File: config.mk
export PLATFORM = sky130hd
export DESIGN_NAME = flash_write_command_decoder
export DESIGN_NICKNAME = d
export VERILOG_FILES = /design/src/flash_write_pkg.sv /design/src/flash_write_command_decoder.sv
export SDC_FILE = /design/constraint.sdc
export NUM_CORES = 1
export LEC_CHECK = 0
export BUFFER_PORTS_ARGS = -buffer_cell sky130_fd_sc_hd__clkbuf_2
export CAP_MARGIN = 20
export CORE_MARGIN = 2
export CORE_UTILIZATION = 40
export DETAILED_ROUTE_END_ITERATION = 10
export SLEW_MARGIN = 5
export SYNTH_ARGS = -nofsm -noshare
export SYNTH_HDL_FRONTEND = slang
export SYNTH_SLANG_ARGS = --single-unit
File: constraint.sdc
create_clock -name CLK_SYS -period 2.45 [get_ports CLK_SYS]
set_clock_uncertainty 0.1 [all_clocks]
set_input_delay 0.1225 -clock CLK_SYS [delete_from_list [all_inputs] [get_ports CLK_SYS]]
set_output_delay 0.1225 -clock CLK_SYS [all_outputs]
set_load 0.02 [all_outputs]
File: src/flash_write_pkg.sv
// Constants and carriers for the settings-write command decoder.
// Assumes one 40 MHz system clock and a report port of 64 byte strobes.
package flash_write_pkg;

	// -----------------------------------------------------------------
	// Report layout
	// -----------------------------------------------------------------
	localparam int REPORT_BYTES = 64;
	localparam int IDX_CMD = 0;
	localparam int IDX_SUB = 1;
	localparam int IDX_CHIP_A = 2;
	localparam int IDX_CHIP_B = 3;
	localparam int IDX_CHIP_C = 4;
	localparam int PAYLOAD_FIRST = 2;
	localparam logic [7:0] CMD_WRITE_NV = 8'hB1;
	localparam logic [7:0] STATUS_OK = 8'h00;
	localparam logic [7:0] STATUS_UNSUPPORTED = 8'h01;
	localparam logic [5:0] LAST_INDEX = 6'h3F;

	typedef enum logic [7:0] {
		SUB_CHIP = 8'h00,
		SUB_PINS = 8'h01,
		SUB_MFR_STR = 8'h02,
		SUB_PROD_STR = 8'h03,
		SUB_SERIAL_STR = 8'h04
	} sub_cmd_t;

	// -----------------------------------------------------------------
	// Chip settings field positions
	// -----------------------------------------------------------------
	localparam int BIT_SERIAL_EN = 7;
	localparam int BIT_RX_IDLE = 6;
	localparam int BIT_TX_IDLE = 5;
	localparam int BIT_TW_IDLE = 4;
	localparam int BIT_SUSP_IDLE = 3;
	localparam int BIT_CFG_IDLE = 2;
	localparam int SEC_LSB = 0;
	localparam int CLKDIV_LSB = 0;
	localparam int DACREF_LSB = 6;
	localparam int DACSRC_BIT = 5;
	localparam int DACCODE_LSB = 0;

	typedef enum logic [1:0] {
		SEC_OPEN = 2'h0,
		SEC_PASSWORD = 2'h1,
		SEC_LOCKED = 2'h2
	} security_t;

	typedef enum logic [1:0] {
		VREF_OFF = 2'h0,
		VREF_LOW = 2'h1,
		VREF_MID = 2'h2,
		VREF_HIGH = 2'h3
	} vref_t;

	typedef struct packed {
		logic serial_enum_en;
		logic rx_idle;
		logic tx_idle;
		logic tw_idle;
		logic susp_idle;
		logic cfg_idle;
		security_t security;
		logic [4:0] clk_div;
		vref_t dac_vref;
		logic dac_use_supply;
		logic [4:0] dac_code;
	} chip_settings_t;

	typedef struct packed {
		logic rx_busy;
		logic tx_busy;
		logic tw_busy;
		logic tw_led_en;
		logic suspended;
		logic susp_led_en;
		logic configured;
		logic cfg_led_en;
	} activity_t;

	// Reset values of the committed settings
	localparam chip_settings_t CHIP_RESET = '0;

	// Interrupt status/mask bit positions
	localparam int EV_WRITE_DONE = 0;
	localparam int EV_UNSUPPORTED = 1;
	localparam int EV_COUNT = 2;

	// Clock-out: 48 MHz is not available; divider counts 48 MHz tick enables
	localparam int SYS_CLK_HZ = 40000000;
	localparam int USB_CLK_HZ = 48000000;

	// Register port map
	localparam logic [3:0] REG_IRQ_STATUS = 4'h0;
	localparam logic [3:0] REG_IRQ_MASK = 4'h1;
	localparam logic [3:0] REG_LAST_STATUS = 4'h2;
	localparam logic [3:0] REG_SETTINGS_LO = 4'h3;
	localparam logic [3:0] REG_SETTINGS_HI = 4'h4;
	localparam logic [3:0] REG_SUB_SEEN = 4'h5;

endpackage

File: src/flash_write_command_decoder.sv
// Decoder for the nonvolatile settings-write report and the pins it steers.
// Assumes report bytes arrive one per valid strobe, gaps allowed, with a first-byte marker,
// and that the nonvolatile store takes a one-cycle commit pulse.
//
// What this block does
// - Byte 0 command code marks settings write
// - Byte 1 selects chip, pins, three strings
// - Unknown selector: no write, unsupported status
// - Bytes 2-63 are payload per selector
// - Byte 2 bit 7 enables serial enumeration
// - Rx indicator inverts idle level while receiving
// - Tx indicator inverts idle level while sending
// - Two-wire indicator inverts while traffic, enabled
// - Suspend indicator inverts in suspend, enabled
// - Configured indicator inverts once configured, enabled
// - Byte 2 bits 1-0 choose security option
// - Byte 3 bits 4-0 divide clock output
// - Byte 4 bits 7-6 choose DAC reference
// - Byte 4 bit 5 selects supply reference
// - Byte 4 bits 4-0 power-up DAC code
//
// Design decisions made here: the plain strobed port and the placing of the registers.
`timescale 1ns/1ps
module flash_write_command_decoder
	import flash_write_pkg::*;
(
	input wire logic CLK_SYS,
	input wire logic RST_B,
	input wire logic RPT_VALID,
	input wire logic RPT_FIRST,
	input wire logic [7:0] RPT_BYTE,
	input wire activity_t ACTIVITY,
	input wire logic CLKOUT_EN,
	input wire logic USB_CLK_TICK,
	input wire logic [3:0] REG_ADDR,
	input wire logic [7:0] REG_WDATA,
	input wire logic REG_WR,
	input wire logic REG_RD,
	output logic [7:0] REG_RDATA,
	output logic RESP_VALID,
	output logic [7:0] RESP_CMD,
	output logic [7:0] RESP_STATUS,
	output logic NV_COMMIT,
	output logic [7:0] NV_SUBCMD,
	output chip_settings_t NV_CHIP,
	output logic [5:0] NV_INDEX,
	output logic [7:0] NV_DATA,
	output logic NV_DATA_VALID,
	output logic RX_ACTIVITY_INDICATOR,
	output logic TX_ACTIVITY_INDICATOR,
	output logic TWOWIRE_ACTIVITY_INDICATOR,
	output logic SUSPEND_INDICATOR,
	output logic CONFIGURED_INDICATOR,
	output logic CLK_OUT,
	output logic SERIAL_ENUM_EN,
	output security_t SECURITY,
	output vref_t DAC_VREF,
	output logic DAC_USE_SUPPLY,
	output logic [4:0] DAC_CODE,
	output logic IRQ
);

	// ---------------------------------------------------------------
	// Report byte tracking
	// ---------------------------------------------------------------
	logic [5:0] idx_q;
	logic [5:0] cur_idx;
	logic active_q;
	logic is_write_q;
	logic [7:0] sub_q;
	logic sub_ok;
	chip_settings_t staged_q;
	chip_settings_t live_q;
	logic [EV_COUNT-1:0] irq_status_q;
	logic [EV_COUNT-1:0] irq_mask_q;
	logic [EV_COUNT-1:0] ev_set;
	logic [7:0] last_status_q;
	logic done_pulse;

	assign cur_idx = RPT_FIRST ? 6'h00 : idx_q;

	always_comb begin
		case (sub_q)
			SUB_CHIP, SUB_PINS, SUB_MFR_STR, SUB_PROD_STR, SUB_SERIAL_STR: sub_ok = 1'b1;
			default: sub_ok = 1'b0;
		endcase
	end

	always_ff @(posedge CLK_SYS) begin
		if (!RST_B) begin
			idx_q <= 6'h00;
			active_q <= 1'b0;
		end else if (RPT_VALID) begin
			idx_q <= cur_idx + 6'h01;
			active_q <= (cur_idx != LAST_INDEX);
		end
	end

	always_ff @(posedge CLK_SYS) begin
		if (!RST_B) begin
			is_write_q <= 1'b0;
			sub_q <= 8'h00;
		end else if (RPT_VALID) begin
			if (cur_idx == 6'(IDX_CMD)) begin
				is_write_q <= (RPT_BYTE == CMD_WRITE_NV);
			end
			if (cur_idx == 6'(IDX_SUB)) begin
				sub_q <= RPT_BYTE;
			end
		end
	end

	// ---------------------------------------------------------------
	// Chip settings staging
	// ---------------------------------------------------------------
	// Staged separately so a report cut short never disturbs live settings
	always_ff @(posedge CLK_SYS) begin
		if (!RST_B) begin
			staged_q <= CHIP_RESET;
		end else if (RPT_VALID && is_write_q && sub_q == SUB_CHIP) begin
			if (cur_idx == 6'(IDX_CHIP_A)) begin
				staged_q.serial_enum_en <= RPT_BYTE[BIT_SERIAL_EN];
				staged_q.rx_idle <= RPT_BYTE[BIT_RX_IDLE];
				staged_q.tx_idle <= RPT_BYTE[BIT_TX_IDLE];
				staged_q.tw_idle <= RPT_BYTE[BIT_TW_IDLE];
				staged_q.susp_idle <= RPT_BYTE[BIT_SUSP_IDLE];
				staged_q.cfg_idle <= RPT_BYTE[BIT_CFG_IDLE];
				// Both upper codes mean locked
				if (RPT_BYTE[SEC_LSB+1]) begin
					staged_q.security <= SEC_LOCKED;
				end else begin
					staged_q.security <= security_t'({1'b0, RPT_BYTE[SEC_LSB]});
				end
			end
			if (cur_idx == 6'(IDX_CHIP_B)) begin
				staged_q.clk_div <= RPT_BYTE[CLKDIV_LSB +: 5];
			end
			if (cur_idx == 6'(IDX_CHIP_C)) begin
				staged_q.dac_vref <= vref_t'(RPT_BYTE[DACREF_LSB +: 2]);
				staged_q.dac_use_supply <= RPT_BYTE[DACSRC_BIT];
				staged_q.dac_code <= RPT_BYTE[DACCODE_LSB +: 5];
			end
		end
	end

	// ---------------------------------------------------------------
	// Commit and response
	// ---------------------------------------------------------------
	assign done_pulse = RPT_VALID && active_q && is_write_q && cur_idx == LAST_INDEX;

	always_ff @(posedge CLK_SYS) begin
		if (!RST_B) begin
			live_q <= CHIP_RESET;
			NV_COMMIT <= 1'b0;
			NV_SUBCMD <= 8'h00;
			NV_CHIP <= CHIP_RESET;
			RESP_VALID <= 1'b0;
			RESP_CMD <= 8'h00;
			RESP_STATUS <= STATUS_OK;
			last_status_q <= STATUS_OK;
		end else begin
			NV_COMMIT <= done_pulse && sub_ok;
			RESP_VALID <= done_pulse;
			if (done_pulse) begin
				RESP_CMD <= CMD_WRITE_NV;
				RESP_STATUS <= sub_ok ? STATUS_OK : STATUS_UNSUPPORTED;
				last_status_q <= sub_ok ? STATUS_OK : STATUS_UNSUPPORTED;
				NV_SUBCMD <= sub_q;
				if (sub_q == SUB_CHIP) begin
					live_q <= staged_q;
					NV_CHIP <= staged_q;
				end
			end
		end
	end

	// Pin, string payload bytes stream to the store as they arrive
	always_ff @(posedge CLK_SYS) begin
		if (!RST_B) begin
			NV_DATA_VALID <= 1'b0;
			NV_INDEX <= 6'h00;
			NV_DATA <= 8'h00;
		end else begin
			NV_DATA_VALID <= RPT_VALID && is_write_q && sub_ok && sub_q != SUB_CHIP
				&& cur_idx >= 6'(PAYLOAD_FIRST);
			NV_INDEX <= cur_idx;
			NV_DATA <= RPT_BYTE;
		end
	end

	// ---------------------------------------------------------------
	// Indicator pins and settings outputs
	// ---------------------------------------------------------------
	always_ff @(posedge CLK_SYS) begin
		if (!RST_B) begin
			RX_ACTIVITY_INDICATOR <= 1'b0;
			TX_ACTIVITY_INDICATOR <= 1'b0;
			TWOWIRE_ACTIVITY_INDICATOR <= 1'b0;
			SUSPEND_INDICATOR <= 1'b0;
			CONFIGURED_INDICATOR <= 1'b0;
			SERIAL_ENUM_EN <= 1'b0;
			SECURITY <= SEC_OPEN;
			DAC_VREF <= VREF_OFF;
			DAC_USE_SUPPLY <= 1'b0;
			DAC_CODE <= 5'h00;
		end else begin
			RX_ACTIVITY_INDICATOR <= live_q.rx_idle ^ ACTIVITY.rx_busy;
			TX_ACTIVITY_INDICATOR <= live_q.tx_idle ^ ACTIVITY.tx_busy;
			TWOWIRE_ACTIVITY_INDICATOR <= live_q.tw_idle
				^ (ACTIVITY.tw_busy & ACTIVITY.tw_led_en);
			SUSPEND_INDICATOR <= live_q.susp_idle
				^ (ACTIVITY.suspended & ACTIVITY.susp_led_en);
			CONFIGURED_INDICATOR <= live_q.cfg_idle
				^ (ACTIVITY.configured & ACTIVITY.cfg_led_en);
			SERIAL_ENUM_EN <= live_q.serial_enum_en;
			SECURITY <= live_q.security;
			DAC_VREF <= live_q.dac_use_supply ? VREF_OFF : live_q.dac_vref;
			DAC_USE_SUPPLY <= live_q.dac_use_supply;
			DAC_CODE <= live_q.dac_code;
		end
	end

	// ---------------------------------------------------------------
	// Clock output divider
	// ---------------------------------------------------------------
	// The 48 MHz source arrives as a tick enable; each half period is
	// the divider value in ticks, zero treated as one.
	logic [4:0] div_cnt_q;

	always_ff @(posedge CLK_SYS) begin
		if (!RST_B) begin
			div_cnt_q <= 5'h00;
			CLK_OUT <= 1'b0;
		end else if (!CLKOUT_EN) begin
			div_cnt_q <= 5'h00;
			CLK_OUT <= 1'b0;
		end else if (USB_CLK_TICK) begin
			if (div_cnt_q + 5'h01 >= live_q.clk_div || live_q.clk_div == 5'h00) begin
				div_cnt_q <= 5'h00;
				CLK_OUT <= ~CLK_OUT;
			end else begin
				div_cnt_q <= div_cnt_q + 5'h01;
			end
		end
	end

	// ---------------------------------------------------------------
	// Interrupts and register port
	// ---------------------------------------------------------------
	assign ev_set[EV_WRITE_DONE] = done_pulse && sub_ok;
	assign ev_set[EV_UNSUPPORTED] = done_pulse && !sub_ok;

	// Set wins over a clear in the same cycle
	always_ff @(posedge CLK_SYS) begin
		if (!RST_B) begin
			irq_status_q <= '0;
		end else begin
			irq_status_q <= (irq_status_q
				& ~((REG_WR && REG_ADDR == REG_IRQ_STATUS) ? REG_WDATA[EV_COUNT-1:0] : '0))
				| ev_set;
		end
	end

	always_ff @(posedge CLK_SYS) begin
		if (!RST_B) begin
			irq_mask_q <= '0;
		end else if (REG_WR && REG_ADDR == REG_IRQ_MASK) begin
			irq_mask_q <= REG_WDATA[EV_COUNT-1:0];
		end
	end

	always_ff @(posedge CLK_SYS) begin
		if (!RST_B) begin
			IRQ <= 1'b0;
		end else begin
			IRQ <= |(irq_status_q & irq_mask_q);
		end
	end

	always_ff @(posedge CLK_SYS) begin
		if (!RST_B) begin
			REG_RDATA <= 8'h00;
		end else if (REG_RD) begin
			case (REG_ADDR)
				REG_IRQ_STATUS: REG_RDATA <= {6'h00, irq_status_q};
				REG_IRQ_MASK: REG_RDATA <= {6'h00, irq_mask_q};
				REG_LAST_STATUS: REG_RDATA <= last_status_q;
				REG_SETTINGS_LO: REG_RDATA <= {live_q.serial_enum_en, live_q.rx_idle,
					live_q.tx_idle, live_q.tw_idle, live_q.susp_idle, live_q.cfg_idle,
					live_q.security};
				REG_SETTINGS_HI: REG_RDATA <= {live_q.dac_vref, live_q.dac_use_supply,
					live_q.dac_code};
				REG_SUB_SEEN: REG_RDATA <= sub_q;
				default: REG_RDATA <= 8'h00;
			endcase
		end else begin
			REG_RDATA <= 8'h00;
		end
	end

endmodule // flash_write_command_decoder

==> results.yml, run 1 <==
die:
  initial_utilization_pct: 40.68
  io_pins: 124
  coreArea_um2: 11910
  die_y_um: 114.1
  num_rows: 40
  die_x_um: 114.1
  die_area_um2: 13010
route:
  drc: 0
  wl_per_cell_um: 14.65
  drt-vias-per-instance: 4.951
  wirelength_um: 11750
  vias: 3971
  ant_nets: 0
  first_pass_iters: 4
  drt_iter0_drc: 202
setup_path:
  reg2reg_depth: 7
  path_cells: "dlygate4sd3_1 -> clkbuf_2 -> nor2b_1 -> ha_1 -> nand3_1 -> or4_4 -> nor2_1 -> o21a_1"
  cp_max_fo: 12
  crit_buf_inv: 2
  required_ns: 2.71
  rr_startpoint: "div_cnt_q[0]"
  start_kind: "input pin"
  critPathMaxStageDelay_ns: 0.53
  worst_path_max_delay_cell: "dlygate4sd3_1"
  cp.arrival_ns: 2.44
  endpoint_kind: "register"
  crit_type: "input pin to register"
  path_delay_family: "simple AND/OR/NAND/NOR gates"
  r2r_setup_slack_ns: 0.29
  worstReg2RegEnd: "div_cnt_q[4]"
logic_synthesis:
  synthAdderAreaFrac_pct: 2.582
  yosys.area_share.simple_pct: 18.95
  synth_xor_area_share_pct: 1.627
  ys_warn_count: 0
  ys_ff_latch: 120
  synth_edf_count: 0
  synth_top_family_by_area: "simple AND/OR/NAND/NOR gates"
  synth-compound-area-share_pct: 8.727
  avgSynthCellArea_um2: 9.373
  syn_inst: 517
  synth.distinct_cells: 51
  synth-async-reset-ratio_pct: 0
  synthMuxAreaShare_pct: 11.05
  yosys_most_used_dff: "dfxtp_1"
  synth_seq_area_share_pct: 49.57
  syn_area_um2: 4846
min_path:
  holdPathEnd: "idx_q[0]"
  worstHoldStart: "RPT_VALID"
  hold_path.class: "input pin to register"
  hold_path_depth: 2
clock_network:
  cts_max_level: 4
  cts-buffers-inserted: 17
  clk_pin_slew_worst_paths_ns: 0.05
  clock_latency_ns: 0.41
  clock-sinks: 120
  cts_tree: "done"
  cts-root-buf: "clkbuf_16"
  cts_max_path_buffers: 2
  cts_setup_buffers: 0
timing:
  hold_viol: 0
  worst_slew_pin_slew_ns: 0.9985
  finalSetupTns_ns: 0
  slew_headroom_pct: 33.14
  fin_crit_sh_pct: 89.32
  timing.fmax_mhz: 457.0
  finalSetupViolations: 0
  finalCriticalPeriod_ns: 2.188
  setup_slack_ns: 0.2616
  rsz0062_at_grt: "false"
  slew_viol_final: 0
global_routing:
  grt_pass1_wl_um: 18810
  antenna_found_initial: 0
  grt_overflow_total: 0
  busiest_layer: "met2"
  use_met3_pct: 5.453
  first_global_vias: 3836
  use_met2_pct: 30.24
  use_met1_pct: 22.99
  grt_use_total_pct: 18.76
  grt_max_degree: 42
place:
  hpwl_um: 8226
  dp_worst_setup_slack_ns: 0.1890
  post_dp_cell_area_um2: 5413
  gp_routability_congestion: 0.7880
  portBuffers: 106
finish:
  nFillCells: 1094
  area_growth_pct: 30.83
  num_antenna_cells: 0
  final_layout_size_suffix_gt1_share_pct: 23.97
  fin_area_um2: 6340
  fin_nets: 688
  utilization_pct: 53.22
job:
  max-cap-violations: 0
power_and_ir_drop:
  ir_drop_mv: 0.2851
  pwr_density_cell_nw_per_um2: 782.9
  total_power_mw: 4.963
  p_leak_nw: 2.877
outcome:
  run_status: "completed"
[synthesized netlist by cell type, types with 3 or more instances]
library cell	instances	area share [%]
a2111oi_0	4	0.72
mux2i_1	49	10
nand3_1	25	2.6
nor4_1	4	0.52
and2_1	5	0.65
a22o_1	6	1.1
o21ai_0	12	1.2
nand4b_1	5	0.90
a22oi_1	8	1.2
clkbuf_1	21	1.6
ha_1	10	2.6
dfxtp_1	120	50
nor2b_1	7	0.90
nand2b_1	3	0.39
nand2_1	84	6.5
o211ai_1	6	0.93
xnor2_1	5	0.90
and3_1	3	0.39
buf_1	3	0.23
nor3b_1	3	0.46
buf_4	15	2.3
inv_1	31	2.4
a21oi_1	14	1.4
nor2_1	32	2.5
nor3_1	4	0.41
xor2_1	4	0.72
[kinds of logic after synthesis]
family                   Yosys count
buffers and inverters             72
AND/OR/NAND/NOR                  190
XOR/XNOR                           9
flip-flops                       120
multiplexers                      52
adder cells (fa/ha/maj)           10
other                              1
AO/OA/AOI/OAI                     63
[worst reg2reg max path: cells and delay by family, from the launching register on]
kind	cells	cell delay (ns)
AOI/OAI and AO/OA	4	0.89
adders and majority gates	2	0.52
DFF	1	0.41
xor gates and xnor gates	1	0.16
[power by group]
group | switching [mW] | internal, mW | total (mW)
registers | 0.0115 | 1.97 | 1.98
clock network | 0.873 | 1.88 | 2.76
logic | 0.139 | 0.0829 | 0.222
[placed cells by master, fill, tap and decap left out, types with 3 or more instances in the layout]
| cell type | count |
|---|---|
| a21oi_1 | 14 |
| bufinv_16 | 5 |
| a2111oi_0 | 4 |
| nor3b_1 | 3 |
| nand3_1 | 25 |
| clkinvlp_4 | 4 |
| dlygate4sd3_1 | 25 |
| clkbuf_2 | 106 |
| nor3_1 | 4 |
| and3_1 | 3 |
| dfxtp_1 | 120 |
| ha_1 | 10 |
| xor2_1 | 4 |
| mux2i_1 | 49 |
| o211ai_1 | 6 |
| clkbuf_8 | 3 |
| conb_1 | 11 |
| and2_1 | 5 |
| nor2_1 | 32 |
| a22o_1 | 6 |
| nand4b_1 | 5 |
| nand2_1 | 84 |
| buf_4 | 5 |
| inv_1 | 31 |
| nor4_1 | 4 |
| a22oi_1 | 8 |
| nor2b_1 | 6 |
| o21ai_0 | 12 |
| nand2b_1 | 3 |
| xnor2_1 | 5 |
| clkbuf_16 | 17 |
[repair_timing]
action	in CTS	in global routing
hold buffers	25	0
endpoints found under the hold margin	37	0
resized for setup	0	3
setup endpoints to repair	0	5
[cell type report]
type	instances	area [um^2]	share of cell area (%)
Sequential cell	120	2402	37.89
Multi-Input combinational cell	335	2135	33.67
Timing Repair Buffer	137	838.3	13.22
Clock buffer	21	470.5	7.421
Clock inverter	11	193.9	3.059
Tap cell	147	183.9	2.901
Inverter	31	116.4	1.835
[registers in the layout, summed over array words and instances (netlist names), 2 cells and up]
name	cells
NV_DATA	8
DAC_CODE	5
REG_RDATA	8
NV_SUBCMD	8
irq_status_q	2
div_cnt_q	5
irq_mask_q	2
sub_q	8
DAC_VREF	2
live_q	21
idx_q	6
staged_q	21
SECURITY	2
NV_INDEX	6
[how the worst max path moves through the flow]
stage	depth (start not counted)	from	slack, ns	to
2_1_floorplan	7	div_cnt_q[0]	0.47	CLK_OUT
3_3_place_gp	7	div_cnt_q[0]	0.27	div_cnt_q[4]
3_5_place_dp	7	div_cnt_q[0]	0.19	div_cnt_q[4]
4_1_cts	8	RPT_FIRST	0.14	irq_status_q[0]
5_1_grt	8	RPT_FIRST	0.12	irq_status_q[0]
6_report	8	RPT_FIRST	0.26	irq_status_q[0]
[stage by stage]
stage / hold slack, ns / cells
2_1_floorplan: 0.1593 / 527
5_1_grt: 0.04460 / 802
4_1_cts: 0.001710 / 802
6_report: 0.03778 / 802
3_5_place_dp: 0.2771 / 745
3_3_place_gp: 0.2740 / 745
[per-layer routing]
| metal | share of wire (%) | wire length [um] | vias to the layer above |
|---|---|---|---|
| li1 | - | - | 1987 |
| met1 | 46 | 5364 | 1837 |
| met2 | 47 | 5479 | 123 |
| met3 | 5.3 | 620 | 24 |
| met4 | 2.4 | 283 | 0 |
| met5 | 0 | 0 | - |
No activity file was read; power rests on OpenSTA's default activity.
==> inputs of run 2 (changes only) <==
--- a/config.mk
+++ b/config.mk
@@ -10,6 +10,8 @@
 export CORE_MARGIN = 2
 export CORE_UTILIZATION = 40
 export DETAILED_ROUTE_END_ITERATION = 10
+export PLACE_DENSITY = 0.71
+export SKIP_CTS_REPAIR_TIMING = 1
 export SLEW_MARGIN = 5
 export SYNTH_ARGS = -nofsm -noshare
 export SYNTH_HDL_FRONTEND = slang
==> constraint.sdc (replaced) <==
create_clock -name CLK_SYS -period 2.45 [get_ports CLK_SYS]
set_clock_uncertainty 0.1 [all_clocks]
set_input_delay 0.3675 -clock CLK_SYS [delete_from_list [all_inputs] [get_ports CLK_SYS]]
set_output_delay 0.3675 -clock CLK_SYS [all_outputs]
set_load 0.02 [all_outputs]
==> run 2 against run 1 <==
Register-to-register slack got worse by 0.03 ns. Largest cell class unchanged. Worst setup slack improved by 0.0030 ns. Critical path type is now register to register. Routed wire length decreased by 0.56%. Global-route usage decreased by 0.20 points. Largest power group unchanged. Critical path depth decreased by 1. Combinational power decreased by 8%. Hold slack improved by 0.072 ns. Design area decreased by 3.2%.
==> results.yml, run 2 (synthesis gave the netlist of run 1 again) <==
min_path:
  hold_path.class: "input pin to register"
setup_path:
  crit_type: "register to register"
  critPathMaxStageDelay_ns: 0.41
  crit_buf_inv: 0
  path_delay_family: "compound AO/OA/AOI/OAI gates"
  worst_path_max_delay_cell: "dfxtp_1"
  required_ns: 2.67
  start_kind: "register"
  critPathMostFrequentCell: "ha_1"
  cp.arrival_ns: 2.41
  cp_max_fo: 6
  endpoint_kind: "register"
  path_cells: "ha_1 -> xor2_1 -> ha_1 -> a21o_1 -> a31oi_2 -> o211ai_1 -> o32ai_1"
route:
  ant_nets: 0
  drt-vias-per-instance: 5.092
  wl_per_cell_um: 14.90
  wirelength_um: 11680
  drc: 0
  drt_iter0_drc: 257
  vias: 3992
  first_pass_iters: 4
die:
  io_pins: 124
  coreArea_um2: 11910
  die_area_um2: 13010
  die_x_um: 114.1
  initial_utilization_pct: 40.68
  die_y_um: 114.1
  num_rows: 40
finish:
  final_cell_mix: "120 x dfxtp_1, 106 x clkbuf_2, 84 x nand2_1"
  nFillCells: 1101
  mostFrequentLayoutCell: "dfxtp_1"
  fin_nets: 671
  top_regs: "live_q x21, staged_q x21"
  num_antenna_cells: 0
  final_layout_size_suffix_gt1_share_pct: 25.12
  area_growth_pct: 26.67
timing:
  finalCriticalPeriod_ns: 2.185
  finalSetupViolations: 0
  slew_viol_final: 0
  finalSetupTns_ns: 0
  rsz0062_at_grt: "false"
  fin_crit_sh_pct: 89.20
  slew_headroom_pct: 35.31
  timing.fmax_mhz: 457.6
  worst_slew_pin_slew_ns: 0.9660
  hold_viol: 0
global_routing:
  grt_pass1_wl_um: 18640
  grt_overflow_total: 0
  grt_use_total_pct: 18.56
  grt_max_degree: 52
  first_global_vias: 3799
  antenna_found_initial: 0
place:
  gp_routability_congestion: 0.8518
  hpwl_um: 8388
  portBuffers: 106
outcome:
  run_status: "completed"
power_and_ir_drop:
  p_leak_nw: 2.837
  pwr_density_cell_nw_per_um2: 811.1
  ir_drop_mv: 0.4338
  total_power_mw: 4.979
clock_network:
  cts_max_path_buffers: 2
  clock_latency_ns: 0.42
  cts-buffers-inserted: 17
  cts_tree: "done"
  cts_max_level: 4
  clk_pin_slew_worst_paths_ns: 0.05
  cts-root-buf: "clkbuf_16"
  clock-sinks: 120
job:
  max-cap-violations: 0
run 2: cell count changes in the layout (fill, tap and decap cells not counted), moves of 2 or more:
cell / previous run / this run
clkinv_2: 1 / 3
dlygate4sd3_1: 25 / 0
clkinvlp_4: 4 / 0
clkbuf_1: 1 / 3
buf_4: 5 / 13
run 2: worst paths after layout:
check | from | endpoint | slack [ns] | depth (start not counted)
max | div_cnt_q[0] | div_cnt_q[1] | 0.26 | 7
min | ACTIVITY[7] | RX_ACTIVITY_INDICATOR | 0.11 | 3
max reg2reg | div_cnt_q[0] | div_cnt_q[1] | 0.26 | 7
min reg2reg | NV_SUBCMD[3] | NV_SUBCMD[3] | 0.35 | 2
run 2: per-stage QoR:
stage	hold slack (ns)	util, %	cells	cell area (um^2)	setup slack, ns
global route	0.1076	51.53	784	6138	0.09676
global placement	0.3466	45.95	753	5473	0.2786
detailed placement	0.3482	45.95	753	5473	0.2005
finish	0.1098	51.53	784	6138	0.2646
CTS	0.09872	51.48	784	6132	0.1770
floorplan	0.3383	-	527	4883	0.3367
run 2: cell type report:
cell class	instances	area, um^2	share of cell area, %
Sequential cell	120	2402	39.14
Multi-Input combinational cell	335	2128	34.67
Timing Repair Buffer	120	648.1	10.56
Clock buffer	22	464.2	7.562
Clock inverter	9	195.2	3.180
Tap cell	147	183.9	2.996
Inverter	31	116.4	1.896
run 2: worst min-delay path: cells and delay by family:
kind                   cells  cell delay (ns)
XOR/XNOR                   1             0.06
buffers and inverters      1             0.09
AND/OR/NAND/NOR            1             0.07
run 2: where the power goes:
group	total (mW)	internal (mW)	switching [mW]
sequential	1.98	1.97	0.0101
clock	2.79	1.95	0.843
combinational	0.204	0.0633	0.141
total	4.98	3.98	0.994
run 2: per-layer routing:
metal | share of wire, % | wire length, um | vias to the layer above | GRT usage (%)
li1 | - | - | 1958 | -
met1 | 45 | 5312 | 1862 | 22.78
met2 | 46 | 5371 | 150 | 29.44
met3 | 6.5 | 757 | 22 | 6.406
met4 | 2.0 | 239 | 0 | 8.455
met5 | 0 | 0 | - | 0
==> inputs of run 3 (changes only) <==
--- a/config.mk
+++ b/config.mk
@@ -9,6 +9,7 @@
 export CAP_MARGIN = 20
 export CORE_MARGIN = 2
 export CORE_UTILIZATION = 40
+export CTS_CLUSTER_SIZE = 16
 export DETAILED_ROUTE_END_ITERATION = 10
 export PLACE_DENSITY = 0.71
 export SKIP_CTS_REPAIR_TIMING = 1
==> constraint.sdc (replaced) <==
create_clock -name CLK_SYS -period 2.3 [get_ports CLK_SYS]
set_clock_uncertainty 0.1 [all_clocks]
set_input_delay 0.345 -clock CLK_SYS [delete_from_list [all_inputs] [get_ports CLK_SYS]]
set_output_delay 0.345 -clock CLK_SYS [all_outputs]
set_load 0.02 [all_outputs]
==> run 3 against run 2 <==
Sequential cell count stayed put. Total power is 5.4% higher. Worst setup slack worse by 0.079 ns. The flow now finishes with violations (DRC). Register-to-register slack worse by 0.08 ns. Design area is 0.31% higher. Sequential power is 7% higher. Highest routed layer unchanged. Clock-buffer cell count is 2 lower. Routed wire length is 0.97% lower. Clock power is 5% higher. First-iteration DRC count is 6.6% lower.
==> results.yml, run 3 (synthesis gave the netlist of run 1 again) <==
outcome:
  run_status: "finished with violations"
  violations: "DRC"
timing:
  finalSetupTns_ns: 0
  hold_viol: 0
  slew_headroom_pct: 33.04
  finalSetupViolations: 0
  timing.fmax_mhz: 472.9
  fin_crit_sh_pct: 91.94
  slew_viol_final: 0
  finalCriticalPeriod_ns: 2.115
  worst_slew_pin_slew_ns: 1.000
  rsz0062_at_grt: "false"
die:
  die_y_um: 114.1
  initial_utilization_pct: 40.68
  io_pins: 124
  coreArea_um2: 11910
  die_area_um2: 13010
  die_x_um: 114.1
  num_rows: 40
power_and_ir_drop:
  clockPowerShare_pct: 55.6
  p_seq_share_pct: 40.2
  p_leak_nw: 2.839
  p_switching_mw: 1.103
  share_comb_of_total_power_pct: 4.1
  swShare_pct: 21.02
  intPower_mw: 4.144
  pwr_density_cell_nw_per_um2: 852.2
  ir_drop_mv: 0.5036
clock_network:
  cts_tree: "done"
  cts-buffers-inserted: 17
  cts-root-buf: "clkbuf_16"
  clk_pin_slew_worst_paths_ns: 0.05
  clock-sinks: 120
  clock_latency_ns: 0.42
  cts_max_path_buffers: 2
  cts_max_level: 4
route:
  wirelength_um: 11570
  first_pass_iters: 9
  wl_per_cell_um: 14.70
  drt_iter0_drc: 240
  drc: 1
  drt-vias-per-instance: 5.060
  ant_nets: 0
  vias: 3982
place:
  hpwl_um: 8336
  dp.cells: 755
  post_dp_cell_area_um2: 5488
  portBuffers: 106
  gp_routability_congestion: 0.8928
finish:
  final_cell_mix: "120 x dfxtp_1, 106 x clkbuf_2, 84 x nand2_1"
  area_growth_pct: 27.06
  num_antenna_cells: 0
  fin_nets: 673
  multi_input_area_um2: 2137
  fin_area_um2: 6157
  nFillCells: 1047
  top_regs: "live_q x21, staged_q x21"
  regArea_um2: 2402
  final_cells: 787
  mostFrequentLayoutCell: "dfxtp_1"
  utilization_pct: 51.69
  final_layout_size_suffix_gt1_share_pct: 25.78
setup_path:
  path_cells: "ha_1 -> xor2_1 -> ha_1 -> a21o_1 -> a31oi_4 -> o211ai_1 -> o21ai_0"
  required_ns: 2.54
  r2r_setup_slack_ns: 0.19
  start_kind: "register"
  critPathMostFrequentCell: "ha_1"
  cp_max_fo: 6
  crit_type: "register to register"
  endpoint_kind: "register"
  critPathMaxStageDelay_ns: 0.39
  cp.arrival_ns: 2.36
  worst_path_max_delay_cell: "dfxtp_1"
global_routing:
  grt_max_degree: 36
  grt_pass1_wl_um: 18200
  antenna_found_initial: 0
  use_met3_pct: 6.511
  use_met2_pct: 28.97
  first_global_vias: 3762
  grt_overflow_total: 0
  grt_use_total_pct: 18.01
  busiest_layer: "met2"
  use_met1_pct: 22.20
job:
  max-cap-violations: 0
min_path:
  hold_path.class: "input pin to register"
[run 3: cell types whose count changed in the layout (fill, tap and decap cells not counted), sizes merged]
cell / delta
bufinv: -1
clkinvlp: +2
clkinv: +2
buf: +2
clkbuf: -2
[run 3: worst paths after layout]
| check | from | to | cells after the start |
|---|---|---|---|
| worst min-delay path | ACTIVITY[7] | RX_ACTIVITY_INDICATOR | 3 |
| worst max-delay path | div_cnt_q[0] | div_cnt_q[4] | 7 |
| worst min register to register | NV_SUBCMD[3] | NV_SUBCMD[3] | 2 |
| worst max register to register | div_cnt_q[0] | div_cnt_q[4] | 7 |
[run 3: area by class of cell]
type,instances,area share [%]
sequential,120,39.02
multi-input combinational,335,34.71
timing repair buffer,122,10.77
clock buffer,20,7.417
clock inverter,12,3.211
tap,147,2.987
inverter,31,1.890
[run 3: worst max-delay path, delay by kind of cell, from the launching register on]
family | cells | cell delay (ns)
adders and majority gates | 2 | 0.54
AOI/OAI and AO/OA | 4 | 0.83
xor gates and xnor gates | 1 | 0.17
DFF | 1 | 0.39
[run 3: power groups by stage]
stage | sequential (mW) | clock, mW | combinational, mW
final | 2.11 | 2.92 | 0.218
after global routing | 2.11 | 3.05 | 0.236
after CTS | 2.11 | 2.94 | 0.217
after detailed placement | 2.16 | 0 | 0.216
after global placement | 2.16 | 0 | 0.212
after floorplan | 2.17 | 0 | 0.132
[run 3: routing by layer]
metal  share of wire (%)  routed length (um)  up-vias
met2                  47                5407      146
met1                  45                5148     1860
met4                 1.3                 146        0
met3                 7.5                 866       16
met5                   0                   0        -
li1                    -                   -     1960
[run 3: per-stage QoR]
stage               hold slack, ns  total power [mW]  setup WS [ns]
floorplan                   0.3383             2.303         0.2092
global placement            0.3452             2.368         0.1384
detailed placement          0.3546             2.372        0.06163
CTS                        0.07431             5.274        0.04027
global route               0.09833             5.402        0.02625
finish                     0.08582             5.247         0.1853
